`config.mk`:
```
export PLATFORM = sky130hd
export DESIGN_NAME = fscr_regs
export DESIGN_NICKNAME = d
export VERILOG_FILES = /design/src/verilog/fscr_pkg.sv /design/src/verilog/fscr_regs.sv
export SDC_FILE = /design/constraint.sdc
export NUM_CORES = 1
export LEC_CHECK = 0
export ABC_AREA = 1
export BUFFER_PORTS_ARGS = -buffer_cell sky130_fd_sc_hd__buf_2
export CAP_MARGIN = 5
export CORE_ASPECT_RATIO = 0.7
export CORE_UTILIZATION = 30
export DETAILED_ROUTE_END_ITERATION = 6
export HOLD_SLACK_MARGIN = 0.06
export PLACE_DENSITY = 0.55
export SLEW_MARGIN = 20
export SYNTH_ARGS = -nofsm -noshare
export SYNTH_HDL_FRONTEND = slang
export SYNTH_SLANG_ARGS = --single-unit
```
`constraint.sdc`:
```
create_clock -name SYS_CLK_I -period 1.03 [get_ports SYS_CLK_I]
set_input_delay 0.0515 -clock SYS_CLK_I [delete_from_list [all_inputs] [get_ports SYS_CLK_I]]
set_output_delay 0.0515 -clock SYS_CLK_I [all_outputs]
set_load 0.02 [all_outputs]
```
`src/verilog/fscr_pkg.sv`:
```
// shared constants and types of the fiber control and status register pair
package fscr_pkg;

  // ------------------------------------------------------------------
  // register map
  // ------------------------------------------------------------------
  localparam int ADDR_W = 12;
  localparam int DATA_W = 16;
  localparam logic [11:0] FIBER_CONTROL_ADDR = 12'hc00;
  localparam logic [11:0] FIBER_STATUS_ADDR = 12'hc01;

  // ------------------------------------------------------------------
  // control word fields
  // ------------------------------------------------------------------
  localparam int CTRL_SOFT_RESET_BIT = 15;
  localparam int CTRL_LOOPBACK_BIT = 14;
  localparam int CTRL_SPEED_LOW_BIT = 13;
  localparam int CTRL_AN_ENABLE_BIT = 12;
  localparam int CTRL_POWER_DOWN_BIT = 11;
  localparam int CTRL_ISOLATE_BIT = 10;
  localparam int CTRL_AN_RESTART_BIT = 9;
  localparam int CTRL_DUPLEX_BIT = 8;
  localparam int CTRL_COL_TEST_BIT = 7;
  localparam int CTRL_SPEED_HIGH_BIT = 6;
  localparam logic [15:0] FIBER_CONTROL_RESET = 16'h1140;
  // bits that software stores directly; 15 and 9 act, 5:0 are reserved
  localparam logic [15:0] CTRL_STORE_MASK = 16'h7dc0;

  // ------------------------------------------------------------------
  // status word fields
  // ------------------------------------------------------------------
  localparam int STS_AN_DONE_BIT = 5;
  localparam int STS_FAR_FAULT_BIT = 4;
  localparam int STS_LINK_BIT = 2;
  // fixed ability ones: 14, 13, 8, 6, 3, 0; all other fixed bits zero
  localparam logic [15:0] STS_FIXED_ONES = 16'h6149;

  // ------------------------------------------------------------------
  // speed codes
  // ------------------------------------------------------------------
  localparam logic [1:0] SPEED_10M = 2'h0;
  localparam logic [1:0] SPEED_100M = 2'h1;
  localparam logic [1:0] SPEED_1000M = 2'h2;
  localparam logic [1:0] SPEED_RSVD = 2'h3;

  // ------------------------------------------------------------------
  // timing
  // ------------------------------------------------------------------
  localparam int CLK_MHZ = 250;
  localparam int FIBER_RST_NS = 100;
  localparam int FIBER_RST_CYCLES = (FIBER_RST_NS * CLK_MHZ + 999) / 1000;

  // ------------------------------------------------------------------
  // types
  // ------------------------------------------------------------------
  typedef enum logic [2:0] {
    PATH_RGMII_COPPER = 3'h0,
    PATH_RGMII_1000X = 3'h1,
    PATH_RGMII_100FX = 3'h2,
    PATH_RGMII_SERIAL = 3'h3,
    PATH_MC_1000X = 3'h4,
    PATH_MC_100FX = 3'h5,
    PATH_SERIAL_COPPER = 3'h6,
    PATH_RSVD = 3'h7
  } fscr_path_t;

  typedef enum logic [1:0] {
    RST_IDLE = 2'b00,
    RST_HOLD = 2'b01,
    RST_DONE = 2'b11
  } fscr_rst_state_t;

  typedef struct packed {
    logic autoneg_done;
    logic far_fault;
    logic fx100_link;
    logic fx1000_link;
    logic serial_link;
    logic partner_link;
  } fscr_link_t;

  typedef struct packed {
    logic speed_select_low;
    logic speed_select_high;
    logic autoneg_enable;
  } fscr_strap_t;

endpackage

```
`src/verilog/fscr_regs.sv`:
```
// fiber and serial path control and status register pair
// ------------------------------------------------------------------
// Overview of operation
// - soft reset bit resets fiber, self-clears
// - bit 14 loops back MAC data
// - speed from bits 13 and 6, strapped
// - forced speed for serial only without autoneg
// - bit 12 enables autoneg, strap reset
// - bit 11 powers down, holds fiber reset
// - bit 10 isolates MAC, not serial-to-rgmii
// - bit 9 restarts autoneg, self-clears
// - bit 8 forces duplex in MII 100FX
// - collision test echoes transmit enable
// - status bits 14, 13 read one
// - status 15, 12-9, 1 read zero
// - status 8, 6, 3, 0 read one
// - status bit 5 shows autoneg done
// - status bit 4 shows remote fault
// - status bit 2 shows fiber link
// - rgmii-to-serial link needs partner under autoneg
// - serial-to-rgmii link follows partner
// - block shared from 0xC00 by all paths
// - three-bit path select chooses behaviour
// ------------------------------------------------------------------
//
// The address-and-strobe port was left to the implementer.
`timescale 1ns/10ps

module fscr_regs #(
  parameter int RST_CYCLES = fscr_pkg::FIBER_RST_CYCLES
) (
  input wire logic SYS_CLK_I, // 250 MHz clock
  input wire logic SYS_RST_I, // synchronous reset, active high
  input wire logic [11:0] ADDR_I, // register address
  input wire logic [15:0] WR_DATA_I, // write data
  input wire logic WR_EN_I, // write strobe
  input wire logic RD_EN_I, // read strobe
  output logic [15:0] RD_DATA_O, // read data, cycle after strobe
  input wire logic [2:0] PATH_SEL_I, // operating path select
  input wire logic BRIDGE_S2R_I, // 1 = serial-to-rgmii bridge
  input wire logic MII_SEL_I, // 1 = MII on MAC side
  input wire fscr_pkg::fscr_strap_t STRAP_I, // strap pins, async
  input wire fscr_pkg::fscr_link_t LINK_I, // path status
  input wire logic TX_EN_I, // MAC transmit enable
  output logic FIBER_RST_O, // fiber logic held in reset
  output logic LOOPBACK_O, // MAC-side loopback
  output logic [1:0] SPEED_O, // selected link speed
  output logic SERIAL_FORCE_SPEED_O, // serial link uses SPEED_O
  output logic AN_ENABLE_O, // autoneg enabled
  output logic AN_RESTART_O, // one-cycle autoneg restart
  output logic POWER_DOWN_O, // serial link powered down
  output logic ISOLATE_O, // MAC interface isolated
  output logic FULL_DUPLEX_O, // duplex in use, 1 = full
  output logic COLLISION_O // collision indication
);

  // ------------------------------------------------------------------
  // elaboration checks
  // ------------------------------------------------------------------
  generate
    if (RST_CYCLES < 1 || RST_CYCLES > 255)
    begin : g_bad_rst
      $error("RST_CYCLES must lie in 1 to 255");
    end
  endgenerate

  // ------------------------------------------------------------------
  // path decoding helpers
  // ------------------------------------------------------------------
  // fiber paths, media converter modes included
  function automatic logic is_fiber(input fscr_pkg::fscr_path_t p);
    is_fiber = (p == fscr_pkg::PATH_RGMII_1000X) || (p == fscr_pkg::PATH_RGMII_100FX) ||
               (p == fscr_pkg::PATH_MC_1000X) || (p == fscr_pkg::PATH_MC_100FX);
  endfunction

  // paths running the serial link
  function automatic logic is_serial(input fscr_pkg::fscr_path_t p);
    is_serial = (p == fscr_pkg::PATH_RGMII_SERIAL) || (p == fscr_pkg::PATH_SERIAL_COPPER);
  endfunction

  // paths that run 1000BASE-X or serial autoneg
  function automatic logic is_an_path(input fscr_pkg::fscr_path_t p);
    is_an_path = (p == fscr_pkg::PATH_RGMII_1000X) || (p == fscr_pkg::PATH_MC_1000X) || is_serial(p);
  endfunction

  // ------------------------------------------------------------------
  // path state
  // ------------------------------------------------------------------
  fscr_pkg::fscr_path_t path;
  logic bridge_path;
  logic r2s_path;
  logic s2r_path;

  // reserved code 7 falls out of every group below
  assign path = fscr_pkg::fscr_path_t'(PATH_SEL_I);
  assign bridge_path = (path == fscr_pkg::PATH_RGMII_SERIAL);
  assign r2s_path = bridge_path && !BRIDGE_S2R_I;
  assign s2r_path = bridge_path && BRIDGE_S2R_I;

  // ------------------------------------------------------------------
  // strap synchroniser and capture
  // ------------------------------------------------------------------
  fscr_pkg::fscr_strap_t strap_meta_reg;
  fscr_pkg::fscr_strap_t strap_sync_reg;
  logic strap_load_reg;

  // straps are pins, so two flops before use
  always_ff @(posedge SYS_CLK_I)
  begin
    strap_meta_reg <= STRAP_I;
    strap_sync_reg <= strap_meta_reg;
  end

  // one-shot load in the first cycle after reset release
  always_ff @(posedge SYS_CLK_I)
  begin
    strap_load_reg <= SYS_RST_I;
  end

  // ------------------------------------------------------------------
  // register decode
  // ------------------------------------------------------------------
  logic ctrl_wr;
  logic ctrl_rd;
  logic sts_rd;

  // both words sit at their printed offsets, shared by every path
  assign ctrl_wr = WR_EN_I && (ADDR_I == fscr_pkg::FIBER_CONTROL_ADDR);
  assign ctrl_rd = RD_EN_I && (ADDR_I == fscr_pkg::FIBER_CONTROL_ADDR);
  assign sts_rd = RD_EN_I && (ADDR_I == fscr_pkg::FIBER_STATUS_ADDR);

  // ------------------------------------------------------------------
  // stored control bits
  // ------------------------------------------------------------------
  logic [15:0] ctrl_reg;

  // bits 15 and 9 live in their own logic; reserved bits never stored
  always_ff @(posedge SYS_CLK_I)
  begin
    if (SYS_RST_I)
      ctrl_reg <= fscr_pkg::FIBER_CONTROL_RESET & fscr_pkg::CTRL_STORE_MASK;
    else if (ctrl_wr)
      ctrl_reg <= WR_DATA_I & fscr_pkg::CTRL_STORE_MASK;
    else if (strap_load_reg)
    begin
      // a write in the load cycle wins over the straps
      ctrl_reg[fscr_pkg::CTRL_SPEED_LOW_BIT] <= strap_sync_reg.speed_select_low;
      ctrl_reg[fscr_pkg::CTRL_SPEED_HIGH_BIT] <= strap_sync_reg.speed_select_high;
      ctrl_reg[fscr_pkg::CTRL_AN_ENABLE_BIT] <= strap_sync_reg.autoneg_enable;
    end
  end

  // ------------------------------------------------------------------
  // soft reset sequencer
  // ------------------------------------------------------------------
  fscr_pkg::fscr_rst_state_t rst_state_reg;
  fscr_pkg::fscr_rst_state_t rst_state_next;
  logic [7:0] rst_cnt_reg;
  logic soft_rst_req;

  localparam logic [7:0] RST_LAST = 8'(RST_CYCLES - 1);

  assign soft_rst_req = ctrl_wr && WR_DATA_I[fscr_pkg::CTRL_SOFT_RESET_BIT];

  // hold for a fixed time, then release and clear the bit
  always_comb
  begin
    rst_state_next = rst_state_reg;
    unique case (rst_state_reg)
      fscr_pkg::RST_IDLE:
        if (soft_rst_req)
          rst_state_next = fscr_pkg::RST_HOLD;
      fscr_pkg::RST_HOLD:
        if (rst_cnt_reg == RST_LAST)
          rst_state_next = fscr_pkg::RST_DONE;
      fscr_pkg::RST_DONE:
        rst_state_next = fscr_pkg::RST_IDLE;
      default:
        rst_state_next = fscr_pkg::RST_IDLE;
    endcase
  end

  always_ff @(posedge SYS_CLK_I)
  begin
    if (SYS_RST_I)
      rst_state_reg <= fscr_pkg::RST_IDLE;
    else
      rst_state_reg <= rst_state_next;
  end

  // hold counter, restarted on entry
  always_ff @(posedge SYS_CLK_I)
  begin
    if (SYS_RST_I || rst_state_reg != fscr_pkg::RST_HOLD)
      rst_cnt_reg <= 8'h00;
    else
      rst_cnt_reg <= rst_cnt_reg + 8'h01;
  end

  // ------------------------------------------------------------------
  // autoneg restart
  // ------------------------------------------------------------------
  logic an_restart_reg;

  // only accepted on paths that negotiate; reads 1 for one cycle
  always_ff @(posedge SYS_CLK_I)
  begin
    if (SYS_RST_I)
      an_restart_reg <= 1'b0;
    else
      an_restart_reg <= ctrl_wr && WR_DATA_I[fscr_pkg::CTRL_AN_RESTART_BIT] && is_an_path(path);
  end

  // ------------------------------------------------------------------
  // status word
  // ------------------------------------------------------------------
  logic link_now;
  logic [15:0] sts_word;
  logic [15:0] ctrl_word;

  // link source follows the active path
  always_comb
  begin
    link_now = 1'b0;
    if (path == fscr_pkg::PATH_RGMII_100FX || path == fscr_pkg::PATH_MC_100FX)
      link_now = LINK_I.fx100_link;
    else if (path == fscr_pkg::PATH_RGMII_1000X || path == fscr_pkg::PATH_MC_1000X)
      link_now = LINK_I.fx1000_link;
    else if (s2r_path)
      link_now = LINK_I.partner_link;
    else if (r2s_path && ctrl_reg[fscr_pkg::CTRL_AN_ENABLE_BIT])
      link_now = LINK_I.serial_link && LINK_I.partner_link;
    else if (r2s_path)
      link_now = LINK_I.serial_link;
  end

  // fixed ability bits, then live bits; all others stay zero
  always_comb
  begin
    sts_word = fscr_pkg::STS_FIXED_ONES;
    sts_word[fscr_pkg::STS_AN_DONE_BIT] = LINK_I.autoneg_done;
    sts_word[fscr_pkg::STS_FAR_FAULT_BIT] = LINK_I.far_fault;
    sts_word[fscr_pkg::STS_LINK_BIT] = link_now;
  end

  // control readback; self-clearing bits show their activity
  always_comb
  begin
    ctrl_word = ctrl_reg;
    ctrl_word[fscr_pkg::CTRL_SOFT_RESET_BIT] = (rst_state_reg != fscr_pkg::RST_IDLE);
    ctrl_word[fscr_pkg::CTRL_AN_RESTART_BIT] = an_restart_reg;
  end

  // ------------------------------------------------------------------
  // read port
  // ------------------------------------------------------------------
  // data stand one cycle only; unmapped reads give zero
  always_ff @(posedge SYS_CLK_I)
  begin
    if (SYS_RST_I)
      RD_DATA_O <= 16'h0000;
    else if (ctrl_rd)
      RD_DATA_O <= ctrl_word;
    else if (sts_rd)
      RD_DATA_O <= sts_word;
    else
      RD_DATA_O <= 16'h0000;
  end

  // ------------------------------------------------------------------
  // path controls
  // ------------------------------------------------------------------
  logic pd_active;
  logic an_en;

  assign pd_active = ctrl_reg[fscr_pkg::CTRL_POWER_DOWN_BIT] && (is_fiber(path) || bridge_path);
  assign an_en = ctrl_reg[fscr_pkg::CTRL_AN_ENABLE_BIT];

  // fiber digital held in reset by soft reset or power down
  always_ff @(posedge SYS_CLK_I)
  begin
    if (SYS_RST_I)
      FIBER_RST_O <= 1'b0;
    else
      FIBER_RST_O <= (rst_state_next == fscr_pkg::RST_HOLD) || pd_active;
  end

  // power down only on paths with a serial or fiber link
  always_ff @(posedge SYS_CLK_I)
  begin
    if (SYS_RST_I)
      POWER_DOWN_O <= 1'b0;
    else
      POWER_DOWN_O <= pd_active;
  end

  // loopback on rgmii 100FX, rgmii 1000X and both bridge directions
  always_ff @(posedge SYS_CLK_I)
  begin
    if (SYS_RST_I)
      LOOPBACK_O <= 1'b0;
    else
      LOOPBACK_O <= ctrl_reg[fscr_pkg::CTRL_LOOPBACK_BIT] &&
                    (path == fscr_pkg::PATH_RGMII_1000X || path == fscr_pkg::PATH_RGMII_100FX ||
                     bridge_path);
  end

  // speed field; code 3 passed through, consumer treats as reserved
  always_ff @(posedge SYS_CLK_I)
  begin
    if (SYS_RST_I)
    begin
      SPEED_O <= fscr_pkg::SPEED_1000M;
      SERIAL_FORCE_SPEED_O <= 1'b0;
    end
    else
    begin
      SPEED_O <= {ctrl_reg[fscr_pkg::CTRL_SPEED_HIGH_BIT], ctrl_reg[fscr_pkg::CTRL_SPEED_LOW_BIT]};
      SERIAL_FORCE_SPEED_O <= is_serial(path) && !an_en;
    end
  end

  // autoneg enable and restart pulse
  always_ff @(posedge SYS_CLK_I)
  begin
    if (SYS_RST_I)
    begin
      AN_ENABLE_O <= 1'b0;
      AN_RESTART_O <= 1'b0;
    end
    else
    begin
      AN_ENABLE_O <= an_en && (path == fscr_pkg::PATH_RGMII_1000X || path == fscr_pkg::PATH_MC_1000X ||
                               bridge_path);
      AN_RESTART_O <= an_restart_reg;
    end
  end

  // isolate has no effect in serial-to-rgmii direction
  always_ff @(posedge SYS_CLK_I)
  begin
    if (SYS_RST_I)
      ISOLATE_O <= 1'b0;
    else
      ISOLATE_O <= ctrl_reg[fscr_pkg::CTRL_ISOLATE_BIT] &&
                   (path == fscr_pkg::PATH_RGMII_1000X || path == fscr_pkg::PATH_RGMII_100FX ||
                    r2s_path);
  end

  // forced duplex only in MII 100FX, full duplex elsewhere
  always_ff @(posedge SYS_CLK_I)
  begin
    if (SYS_RST_I)
      FULL_DUPLEX_O <= 1'b1;
    else if (path == fscr_pkg::PATH_RGMII_100FX && MII_SEL_I)
      FULL_DUPLEX_O <= ctrl_reg[fscr_pkg::CTRL_DUPLEX_BIT];
    else
      FULL_DUPLEX_O <= 1'b1;
  end

  // collision test mirrors transmit enable, one cycle late
  always_ff @(posedge SYS_CLK_I)
  begin
    if (SYS_RST_I)
      COLLISION_O <= 1'b0;
    else
      COLLISION_O <= ctrl_reg[fscr_pkg::CTRL_COL_TEST_BIT] && TX_EN_I;
  end

endmodule
```
==> results.json, run 1 <==
{
  "synth_flop_cell": "dfxtp_1",
  "slowest_stage": "dfxtp_4",
  "via_count": 1663,
  "cts_buffers": 5,
  "avgSynthCellArea_sq_um": 8.702,
  "p_leak_nw": 1.341,
  "die_x_um": 97.48,
  "critPathKind": "register to register",
  "drt-total-wl_mm": 4.355,
  "ys_seq_area_share_pct": 53.33,
  "cts_root_buf": "clkbuf_8",
  "setup_violations": 0,
  "yosys_warnings": 0,
  "initial_core_util_pct": 32.29,
  "drt_first_pass_iters": 4,
  "ys_types": 34,
  "grt-ovfl-total": 0,
  "ff_latch_area_sq_um": 1036,
  "status": "finished clean",
  "grt_setup_unrepaired": "true",
  "track_usage_pct": 13.38,
  "fin_ws_ns": 0.002237,
  "powerDensity_nw_per_um2": 1326,
  "multiInputGateArea_sq_um": 763.2,
  "slew_violations": 0,
  "dp_slack_ns": -0.06727,
  "fin_nets": 367,
  "post-route-period-util_pct": 99.78,
  "fill_cells": 597,
  "hold_class": "input port to register",
  "avgViaCountPerCell": 4.232,
  "drive_above_1_share_pct": 38.36,
  "whs_ns": 0.08163,
  "fin_setup_tns_ns": 0,
  "io_pins": 74,
  "arrival_ns": 1.26,
  "async_flop_share_pct": 0,
  "drtIter0Drc": 30,
  "place.gp.congestion": 0.7070,
  "placement.io_buffers": 66,
  "postSynthRegisterBits": 51,
  "period_minus_slack_ns": 1.028,
  "wl_per_cell_um": 11.08,
  "hpwl_mm": 3.332,
  "die-area_sq_um": 6710,
  "drc": 0,
  "ctsHtreeMaxLevel": 2,
  "end_kind": "register",
  "max-vdd-ir-drop_uv": 595.3,
  "path_max_fanout": 4,
  "critPathLaunchType": "register",
  "clk_pin_slew_ns": 0.09,
  "cts_tree": "built",
  "max_stage_delay_ns": 0.38,
  "fmax_mhz": 973.0,
  "hold_viol": 0,
  "placeableCoreArea_sq_um": 5928,
  "grt_max_degree": 16,
  "syn_area_sq_um": 1914,
  "clock_skew_ns": 0.007283,
  "largest_reg_flops": 14,
  "rows": 23,
  "grt_pass1_vias": 1442,
  "syn_nets": 269,
  "area_delta_synth_final_pct": 43.20,
  "cts_buffer_depth": 2,
  "synth-edff-count": 0,
  "postSynthCellCount": 220,
  "grt_pass1_wl_mm": 6.872,
  "required_ns": 1.26,
  "worstPathCellList": "nand4_2 -> or3_1 -> a21oi_1",
  "antenna_left": 0,
  "clkSinkCount": 51,
  "max-cap-violations": 0,
  "die_h_um": 68.84,
  "antenna_found_initial": 0,
  "clock_latency_ns": 0.30,
  "diodes": 0
}
## cell usage after synthesis (all sizes together), types with 2 or more instances
master | n | share of area [%]
nand3 | 13 | 4.7
nand4 | 5 | 3.5
o21ai | 11 | 3.3
dfxtp | 51 | 53
buf | 4 | 1.3
nand2 | 39 | 8.0
a21oi | 7 | 2.0
nor3 | 7 | 2.4
inv | 38 | 7.5
nor2 | 30 | 7.4
ha | 2 | 1.3
o211ai | 4 | 1.6
## final timing paths
| kind | startpoint | endpoint | slack (ns) | depth (start not counted) |
|---|---|---|---|---|
| setup / recovery | rst_cnt_reg[3]$_SDFF_PP0_ | rst_cnt_reg[5]$_SDFF_PP0_ | 0.002 | 3 |
| hold / removal | WR_DATA_I[15] | rst_state_reg[0]$_SDFF_PP0_ | 0.08 | 3 |
| setup reg to reg | rst_cnt_reg[3]$_SDFF_PP0_ | rst_cnt_reg[5]$_SDFF_PP0_ | 0.002 | 3 |
| hold reg to reg | strap_meta_reg[0]$_DFF_P_ | strap_sync_reg[0]$_DFF_P_ | 0.33 | 0 |
## where the power goes
part	internal [mW]	switching [mW]
clock network	0.710	0.633
logic	0.148	0.145
registers	1.99	0.00905
## per-stage QoR
step	instance area, sq um	utilization [%]	cells	power, mW
global route	2741	46.24	393	3.803
CTS	2698	45.50	393	3.682
detailed placement	2381	40.16	366	2.292
global placement	2381	40.16	366	2.289
floorplan	1914	-	220	2.164
finish	2741	46.24	393	3.635
## critical path: cells and delay by family, from the launching register on
family	cells	cell delay (ns)
simple gates	2	0.47
compound gates	1	0.12
flops	1	0.38
## final cells by class
type                    instances  area share [%]
well taps                      75           3.423
flip-flops and latches         51           37.79
clock buffers                   5           2.510
multi-input cells             126           27.84
clock inverters                 2           1.369
inverters                      39           5.340
repair buffers                 95           21.73
## cells by family (layout without fill, tap and decap cells)
logic type	after synthesis	in the layout	share of synthesized area, %
adders and majority gates	2	2	1.307
DFF	51	51	53.33
xor gates and xnor gates	1	1	0.4576
other	1	1	0.1959
and+or+nand+nor	97	97	27.12
AOI/OAI and AO/OA	25	25	8.628
buffers and inverters	43	141	8.954
## timing repair
item | CTS | global route
pin swaps | 1 | 2
hold endpoints to repair | 19 | 0
buffers inserted | 1 | 0
resized for setup | 6 | 16
endpoints found under the setup margin | 5 | 8
hold buffers | 19 | 0
## placed cells by master, fill, tap and decap left out, drive strengths merged, types with 2 or more instances in the layout
cell         Yosys  routed
o211ai           4       4
nand3           13      13
buf              4      76
nand2           39      39
o21ai           11      11
a21oi            7       7
ha               2       2
dlygate4sd3      0      19
nor3             7       7
dfxtp           51      51
clkbuf           0       5
inv             38      38
nor2            30      30
nand4            5       5
## per-layer routing
layer / up-vias / global-route usage (%) / part of all wire, %
met5: - / 0 / 0
met4: 0 / 4.412 / 0.57
met3: 2 / 3.831 / 6.6
met2: 54 / 19.93 / 42
li1: 882 / - / -
met1: 725 / 18.67 / 51
No activity file was read; power rests on OpenSTA's default activity.
==> inputs of run 2 (changes only) <==
--- a/config.mk
+++ b/config.mk
@@ -12,7 +12,7 @@
 export CORE_UTILIZATION = 30
 export DETAILED_ROUTE_END_ITERATION = 6
 export HOLD_SLACK_MARGIN = 0.06
-export PLACE_DENSITY = 0.55
+export PLACE_DENSITY = 0.54
 export SLEW_MARGIN = 20
 export SYNTH_ARGS = -nofsm -noshare
 export SYNTH_HDL_FRONTEND = slang
==> constraint.sdc (replaced) <==
create_clock -name SYS_CLK_I -period 1.1 [get_ports SYS_CLK_I]
set_input_delay 0.055 -clock SYS_CLK_I [delete_from_list [all_inputs] [get_ports SYS_CLK_I]]
set_output_delay 0.055 -clock SYS_CLK_I [all_outputs]
set_load 0.02 [all_outputs]
==> results.json, run 2 (same netlist as run 1, synthesis figures left out) <==
{
  "fmax_mhz": 970.4,
  "avgViaCountPerCell": 4.144,
  "area_delta_synth_final_pct": 39.15,
  "max-vdd-ir-drop_uv": 529.3,
  "grt_pass1_vias": 1517,
  "hold_class": "input port to register",
  "path_max_fanout": 4,
  "hpwl_mm": 3.296,
  "antenna_found_initial": 0,
  "placement.io_buffers": 66,
  "grt_setup_unrepaired": "true",
  "cts_root_buf": "clkbuf_8",
  "place.gp.congestion": 0.7350,
  "critPathKind": "register to register",
  "wl_per_cell_um": 10.99,
  "rows": 23,
  "final_common_cell": "buf_2",
  "drive_above_1_share_pct": 34.60,
  "cts_setup_buffers": 0,
  "die_x_um": 97.48,
  "grt-ovfl-total": 0,
  "io_pins": 74,
  "swShare_pct": 24.43,
  "fin_nets": 363,
  "powerDensity_nw_per_um2": 1230,
  "end_kind": "register",
  "power_switching_mw": 0.8003,
  "setup_violations": 0,
  "drt_first_pass_iters": 4,
  "clock_latency_ns": 0.31,
  "fin_util_pct": 44.93,
  "fin_setup_tns_ns": 0,
  "status": "finished clean",
  "drtIter0Drc": 66,
  "clk_pin_slew_ns": 0.09,
  "p_int_mw": 2.475,
  "grt_pass1_wl_mm": 7.051,
  "p_leak_nw": 1.324,
  "dpl_cell_area_sq_um": 2366,
  "max-cap-violations": 0,
  "arrival_ns": 1.27,
  "clock_skew_ns": 0.01031,
  "required_ns": 1.34,
  "period_minus_slack_ns": 1.030,
  "drt-total-wl_mm": 4.286,
  "postLayoutCellArea_sq_um": 2664,
  "cts_tree": "built",
  "pwr-share-clk_pct": 34.5,
  "post-route-period-util_pct": 93.68,
  "placeableCoreArea_sq_um": 5928,
  "hold_viol": 0,
  "fill_cells": 581,
  "grt_max_degree": 19,
  "track_usage_pct": 13.68,
  "antenna_left": 0,
  "largest_reg_flops": 14,
  "diodes": 0,
  "p_comb_share_pct": 8.2,
  "clkSinkCount": 51,
  "seqPwrFrac_pct": 57.3,
  "via_count": 1616,
  "slew_violations": 0,
  "ctsHtreeMaxLevel": 2,
  "die_h_um": 68.84,
  "cts_buffer_depth": 2,
  "drc": 0,
  "critPathLaunchType": "register",
  "die-area_sq_um": 6710,
  "layout_common_cells": "66 x buf_2, 47 x dfxtp_1, 36 x nand2_1",
  "cts_buffers": 5,
  "initial_core_util_pct": 32.29
}
==> run 2: cell count changes in the layout (fill, tap and decap cells not counted), sizes merged <==
| cell | change |
|---|---|
| buf | -3 |
| bufinv | -1 |
| clkinv | +2 |
| clkinvlp | -1 |
| dlygate4sd3 | -1 |
| inv | +1 |
==> run 2: worst paths after layout <==
kind                             start                         to  slack (ns)  cells past startpoint
min reg2reg  strap_meta_reg[0]$_DFF_P_  strap_sync_reg[0]$_DFF_P_        0.34                      0
max          rst_cnt_reg[1]$_SDFF_PP0_  rst_cnt_reg[5]$_SDFF_PP0_        0.07                      3
min                          SYS_RST_I     strap_load_reg$_DFF_P_        0.08                      2
max reg2reg  rst_cnt_reg[1]$_SDFF_PP0_  rst_cnt_reg[5]$_SDFF_PP0_        0.07                      3
==> run 2: layout make-up <==
class | instances | area (sq um) | share of cell area, %
Clock buffer | 5 | 68.82 | 2.583
Clock inverter | 3 | 28.78 | 1.080
Inverter | 39 | 146.4 | 5.496
Multi-Input combinational cell | 126 | 734.5 | 27.57
Sequential cell | 51 | 1028 | 38.61
Tap cell | 75 | 93.84 | 3.523
Timing Repair Buffer | 91 | 563.0 | 21.14
==> run 2: through the flow <==
| step | hold slack, ns | power, mW | std cells | setup WS, ns |
|---|---|---|---|---|
| 4_1_cts | 0.06512 | 3.339 | 390 | 0.0009899 |
| 3_5_place_dp | 0.1586 | 2.144 | 364 | -0.004339 |
| 2_1_floorplan | 0.08272 | 2.026 | 220 | 0.08651 |
| 6_report | 0.08121 | 3.276 | 390 | 0.06951 |
| 5_1_grt | 0.06964 | 3.458 | 390 | -0.009530 |
| 3_3_place_gp | 0.1581 | 2.142 | 364 | 0.01149 |
==> run 2: critical path, cell delays in order (launching register included) <==
cell	delay (ns)
dfxtp_2	0.37
nand4_2	0.16
or3_1	0.33
a21oi_1	0.12
==> run 2: timing repair <==
action | in CTS | in global routing
pin swaps | 0 | 1
hold endpoints to repair | 18 | 0
gates resized for setup | 1 | 7
hold buffers | 18 | 0
endpoints found under the setup margin | 1 | 5
==> run 2: power groups by stage <==
stage | combinational, mW | clock (mW) | sequential [mW]
6_report | 0.268 | 1.13 | 1.88
5_1_grt | 0.297 | 1.28 | 1.88
4_1_cts | 0.270 | 1.19 | 1.88
3_5_place_dp | 0.220 | 0 | 1.92
3_3_place_gp | 0.218 | 0 | 1.92
2_1_floorplan | 0.0969 | 0 | 1.93
==> run 2: per-layer routing <==
metal / up-vias / GRT usage [%] / wire, um
li1: 880 / - / -
met1: 684 / 18.93 / 2222
met2: 48 / 20.72 / 1770
met3: 4 / 3.831 / 259
met4: 0 / 4.412 / 34
met5: - / 0 / 0
==> inputs of run 3 (changes only) <==
--- a/config.mk
+++ b/config.mk
@@ -9,7 +9,9 @@
 export BUFFER_PORTS_ARGS = -buffer_cell sky130_fd_sc_hd__buf_2
 export CAP_MARGIN = 5
 export CORE_ASPECT_RATIO = 0.7
+export CORE_MARGIN = 2
 export CORE_UTILIZATION = 30
+export CTS_BUF_LIST = sky130_fd_sc_hd__clkbuf_8 sky130_fd_sc_hd__clkbuf_16
 export DETAILED_ROUTE_END_ITERATION = 6
 export HOLD_SLACK_MARGIN = 0.06
 export PLACE_DENSITY = 0.54
==> results.json, run 3 (same netlist as run 1, synthesis figures left out) <==
{
  "status": "finished clean",
  "period_minus_slack_ns": 1.061,
  "drtIter0Drc": 55,
  "critPathLaunchType": "register",
  "fin_util_pct": 43.37,
  "max-cap-violations": 0,
  "seqPwrFrac_pct": 58.7,
  "dp_slack_ns": -0.02452,
  "grt_setup_unrepaired": "true",
  "placed_cells": 366,
  "hpwl_mm": 3.273,
  "required_ns": 1.34,
  "slowest_stage": "dfxtp_2",
  "place.gp.congestion": 0.7603,
  "placeableCoreArea_sq_um": 6186,
  "p_int_mw": 2.440,
  "ff_latch_area_sq_um": 1030,
  "end_kind": "register",
  "grt-ovfl-total": 0,
  "rr_startpoint": "rst_cnt_reg[3]$_SDFF_PP0_",
  "clock_skew_ns": 0.007642,
  "path_max_fanout": 4,
  "swShare_pct": 23.67,
  "drt-total-wl_mm": 4.330,
  "fin_nets": 365,
  "postLayoutCellArea_sq_um": 2683,
  "die_x_um": 99.48,
  "power_switching_mw": 0.7565,
  "p_leak_nw": 1.334,
  "initial_core_util_pct": 30.95,
  "via_count": 1643,
  "max-vdd-ir-drop_uv": 471.8,
  "antenna_found_initial": 0,
  "multiInputGateArea_sq_um": 743.2,
  "final_cell_count_no_fill": 395,
  "drc": 0,
  "hold_viol": 0,
  "powerDensity_nw_per_um2": 1191,
  "min_from": "BRIDGE_S2R_I",
  "grt_max_degree": 16,
  "arrival_ns": 1.30,
  "critPathKind": "register to register",
  "layout_common_cells": "66 x buf_2, 46 x dfxtp_1, 36 x inv_1, 36 x nand2_1, 25 x nor2_1",
  "io_pins": 74,
  "placement.io_buffers": 66,
  "wl_per_cell_um": 10.96,
  "clock_latency_ns": 0.31,
  "whs_ns": 0.07526,
  "grt_pass1_vias": 1497,
  "cts_tree": "built",
  "crit_start": "rst_cnt_reg[3]$_SDFF_PP0_",
  "final_common_cell": "buf_2",
  "worstPathCellList": "nand4_2 -> or3_1 -> a21oi_2",
  "grt_pass1_wl_mm": 6.900,
  "rows": 24,
  "cts_buffers": 5,
  "die_h_um": 70.84,
  "post-route-period-util_pct": 96.49,
  "clk_pin_slew_ns": 0.09,
  "cts_buffer_depth": 2,
  "drive_above_1_share_pct": 35.33,
  "fin_ws_ns": 0.03866,
  "fin_setup_tns_ns": 0,
  "power_mw": 3.196,
  "drt_first_pass_iters": 4,
  "antenna_left": 0,
  "max_stage_delay_ns": 0.38,
  "ctsHtreeMaxLevel": 2,
  "fill_cells": 635,
  "hold_class": "input port to register",
  "setup_violations": 0,
  "p_comb_share_pct": 8.3,
  "slew_violations": 0,
  "avgViaCountPerCell": 4.159,
  "diodes": 0,
  "clkSinkCount": 51,
  "cts_root_buf": "clkbuf_8",
  "die-area_sq_um": 7046,
  "area_delta_synth_final_pct": 40.13,
  "fmax_mhz": 942.2,
  "dpl_cell_area_sq_um": 2362,
  "track_usage_pct": 12.51,
  "pwr-share-clk_pct": 32.9,
  "largest_reg_flops": 14
}
-- run 3: worst max-delay path: cells and delay by family (launching register included) --
family | cells | cell delay, ns
AND/OR/NAND/NOR | 2 | 0.50
flip-flops | 1 | 0.38
AO/OA/AOI/OAI | 1 | 0.12
-- run 3: area by class of cell --
cell class,count,share of cell area (%)
Multi-Input combinational cell,126,27.71
Clock buffer,5,2.565
Inverter,39,5.457
Tap cell,78,3.638
Timing Repair Buffer,93,21.64
Clock inverter,3,0.6063
Sequential cell,51,38.39
-- run 3: power by group through the flow --
stage / sequential, mW / combinational [mW] / clock, mW
after floorplan: 1.93 / 0.0969 / 0
after global placement: 1.92 / 0.214 / 0
after detailed placement: 1.92 / 0.217 / 0
after CTS: 1.88 / 0.267 / 1.09
after global routing: 1.88 / 0.294 / 1.19
final: 1.88 / 0.266 / 1.05
-- run 3: metal layers --
layer | wire length (um) | part of all wire [%] | track usage [%]
met1 | 2122 | 49 | 16.76
met2 | 1806 | 42 | 18.62
met3 | 351 | 8.1 | 5.138
met4 | 50 | 1.2 | 3.653
met5 | 0 | 0 | 0
-- run 3: final timing paths --
path                                    end  slack [ns]  depth (start not counted)
setup reg to reg  rst_cnt_reg[5]$_SDFF_PP0_        0.04                          3
setup / recovery  rst_cnt_reg[5]$_SDFF_PP0_        0.04                          3
hold / removal         ISOLATE_O$_SDFF_PP0_        0.08                          4
hold reg to reg   strap_sync_reg[1]$_DFF_P_        0.33                          0
-- run 3: repair_timing --
| action | in CTS | in global routing |
|---|---|---|
| gates resized for setup | 3 | 9 |
| setup buffers | 0 | 2 |
| hold buffers | 18 | 1 |
| setup endpoints to repair | 3 | 6 |
| hold endpoints to repair | 21 | 1 |
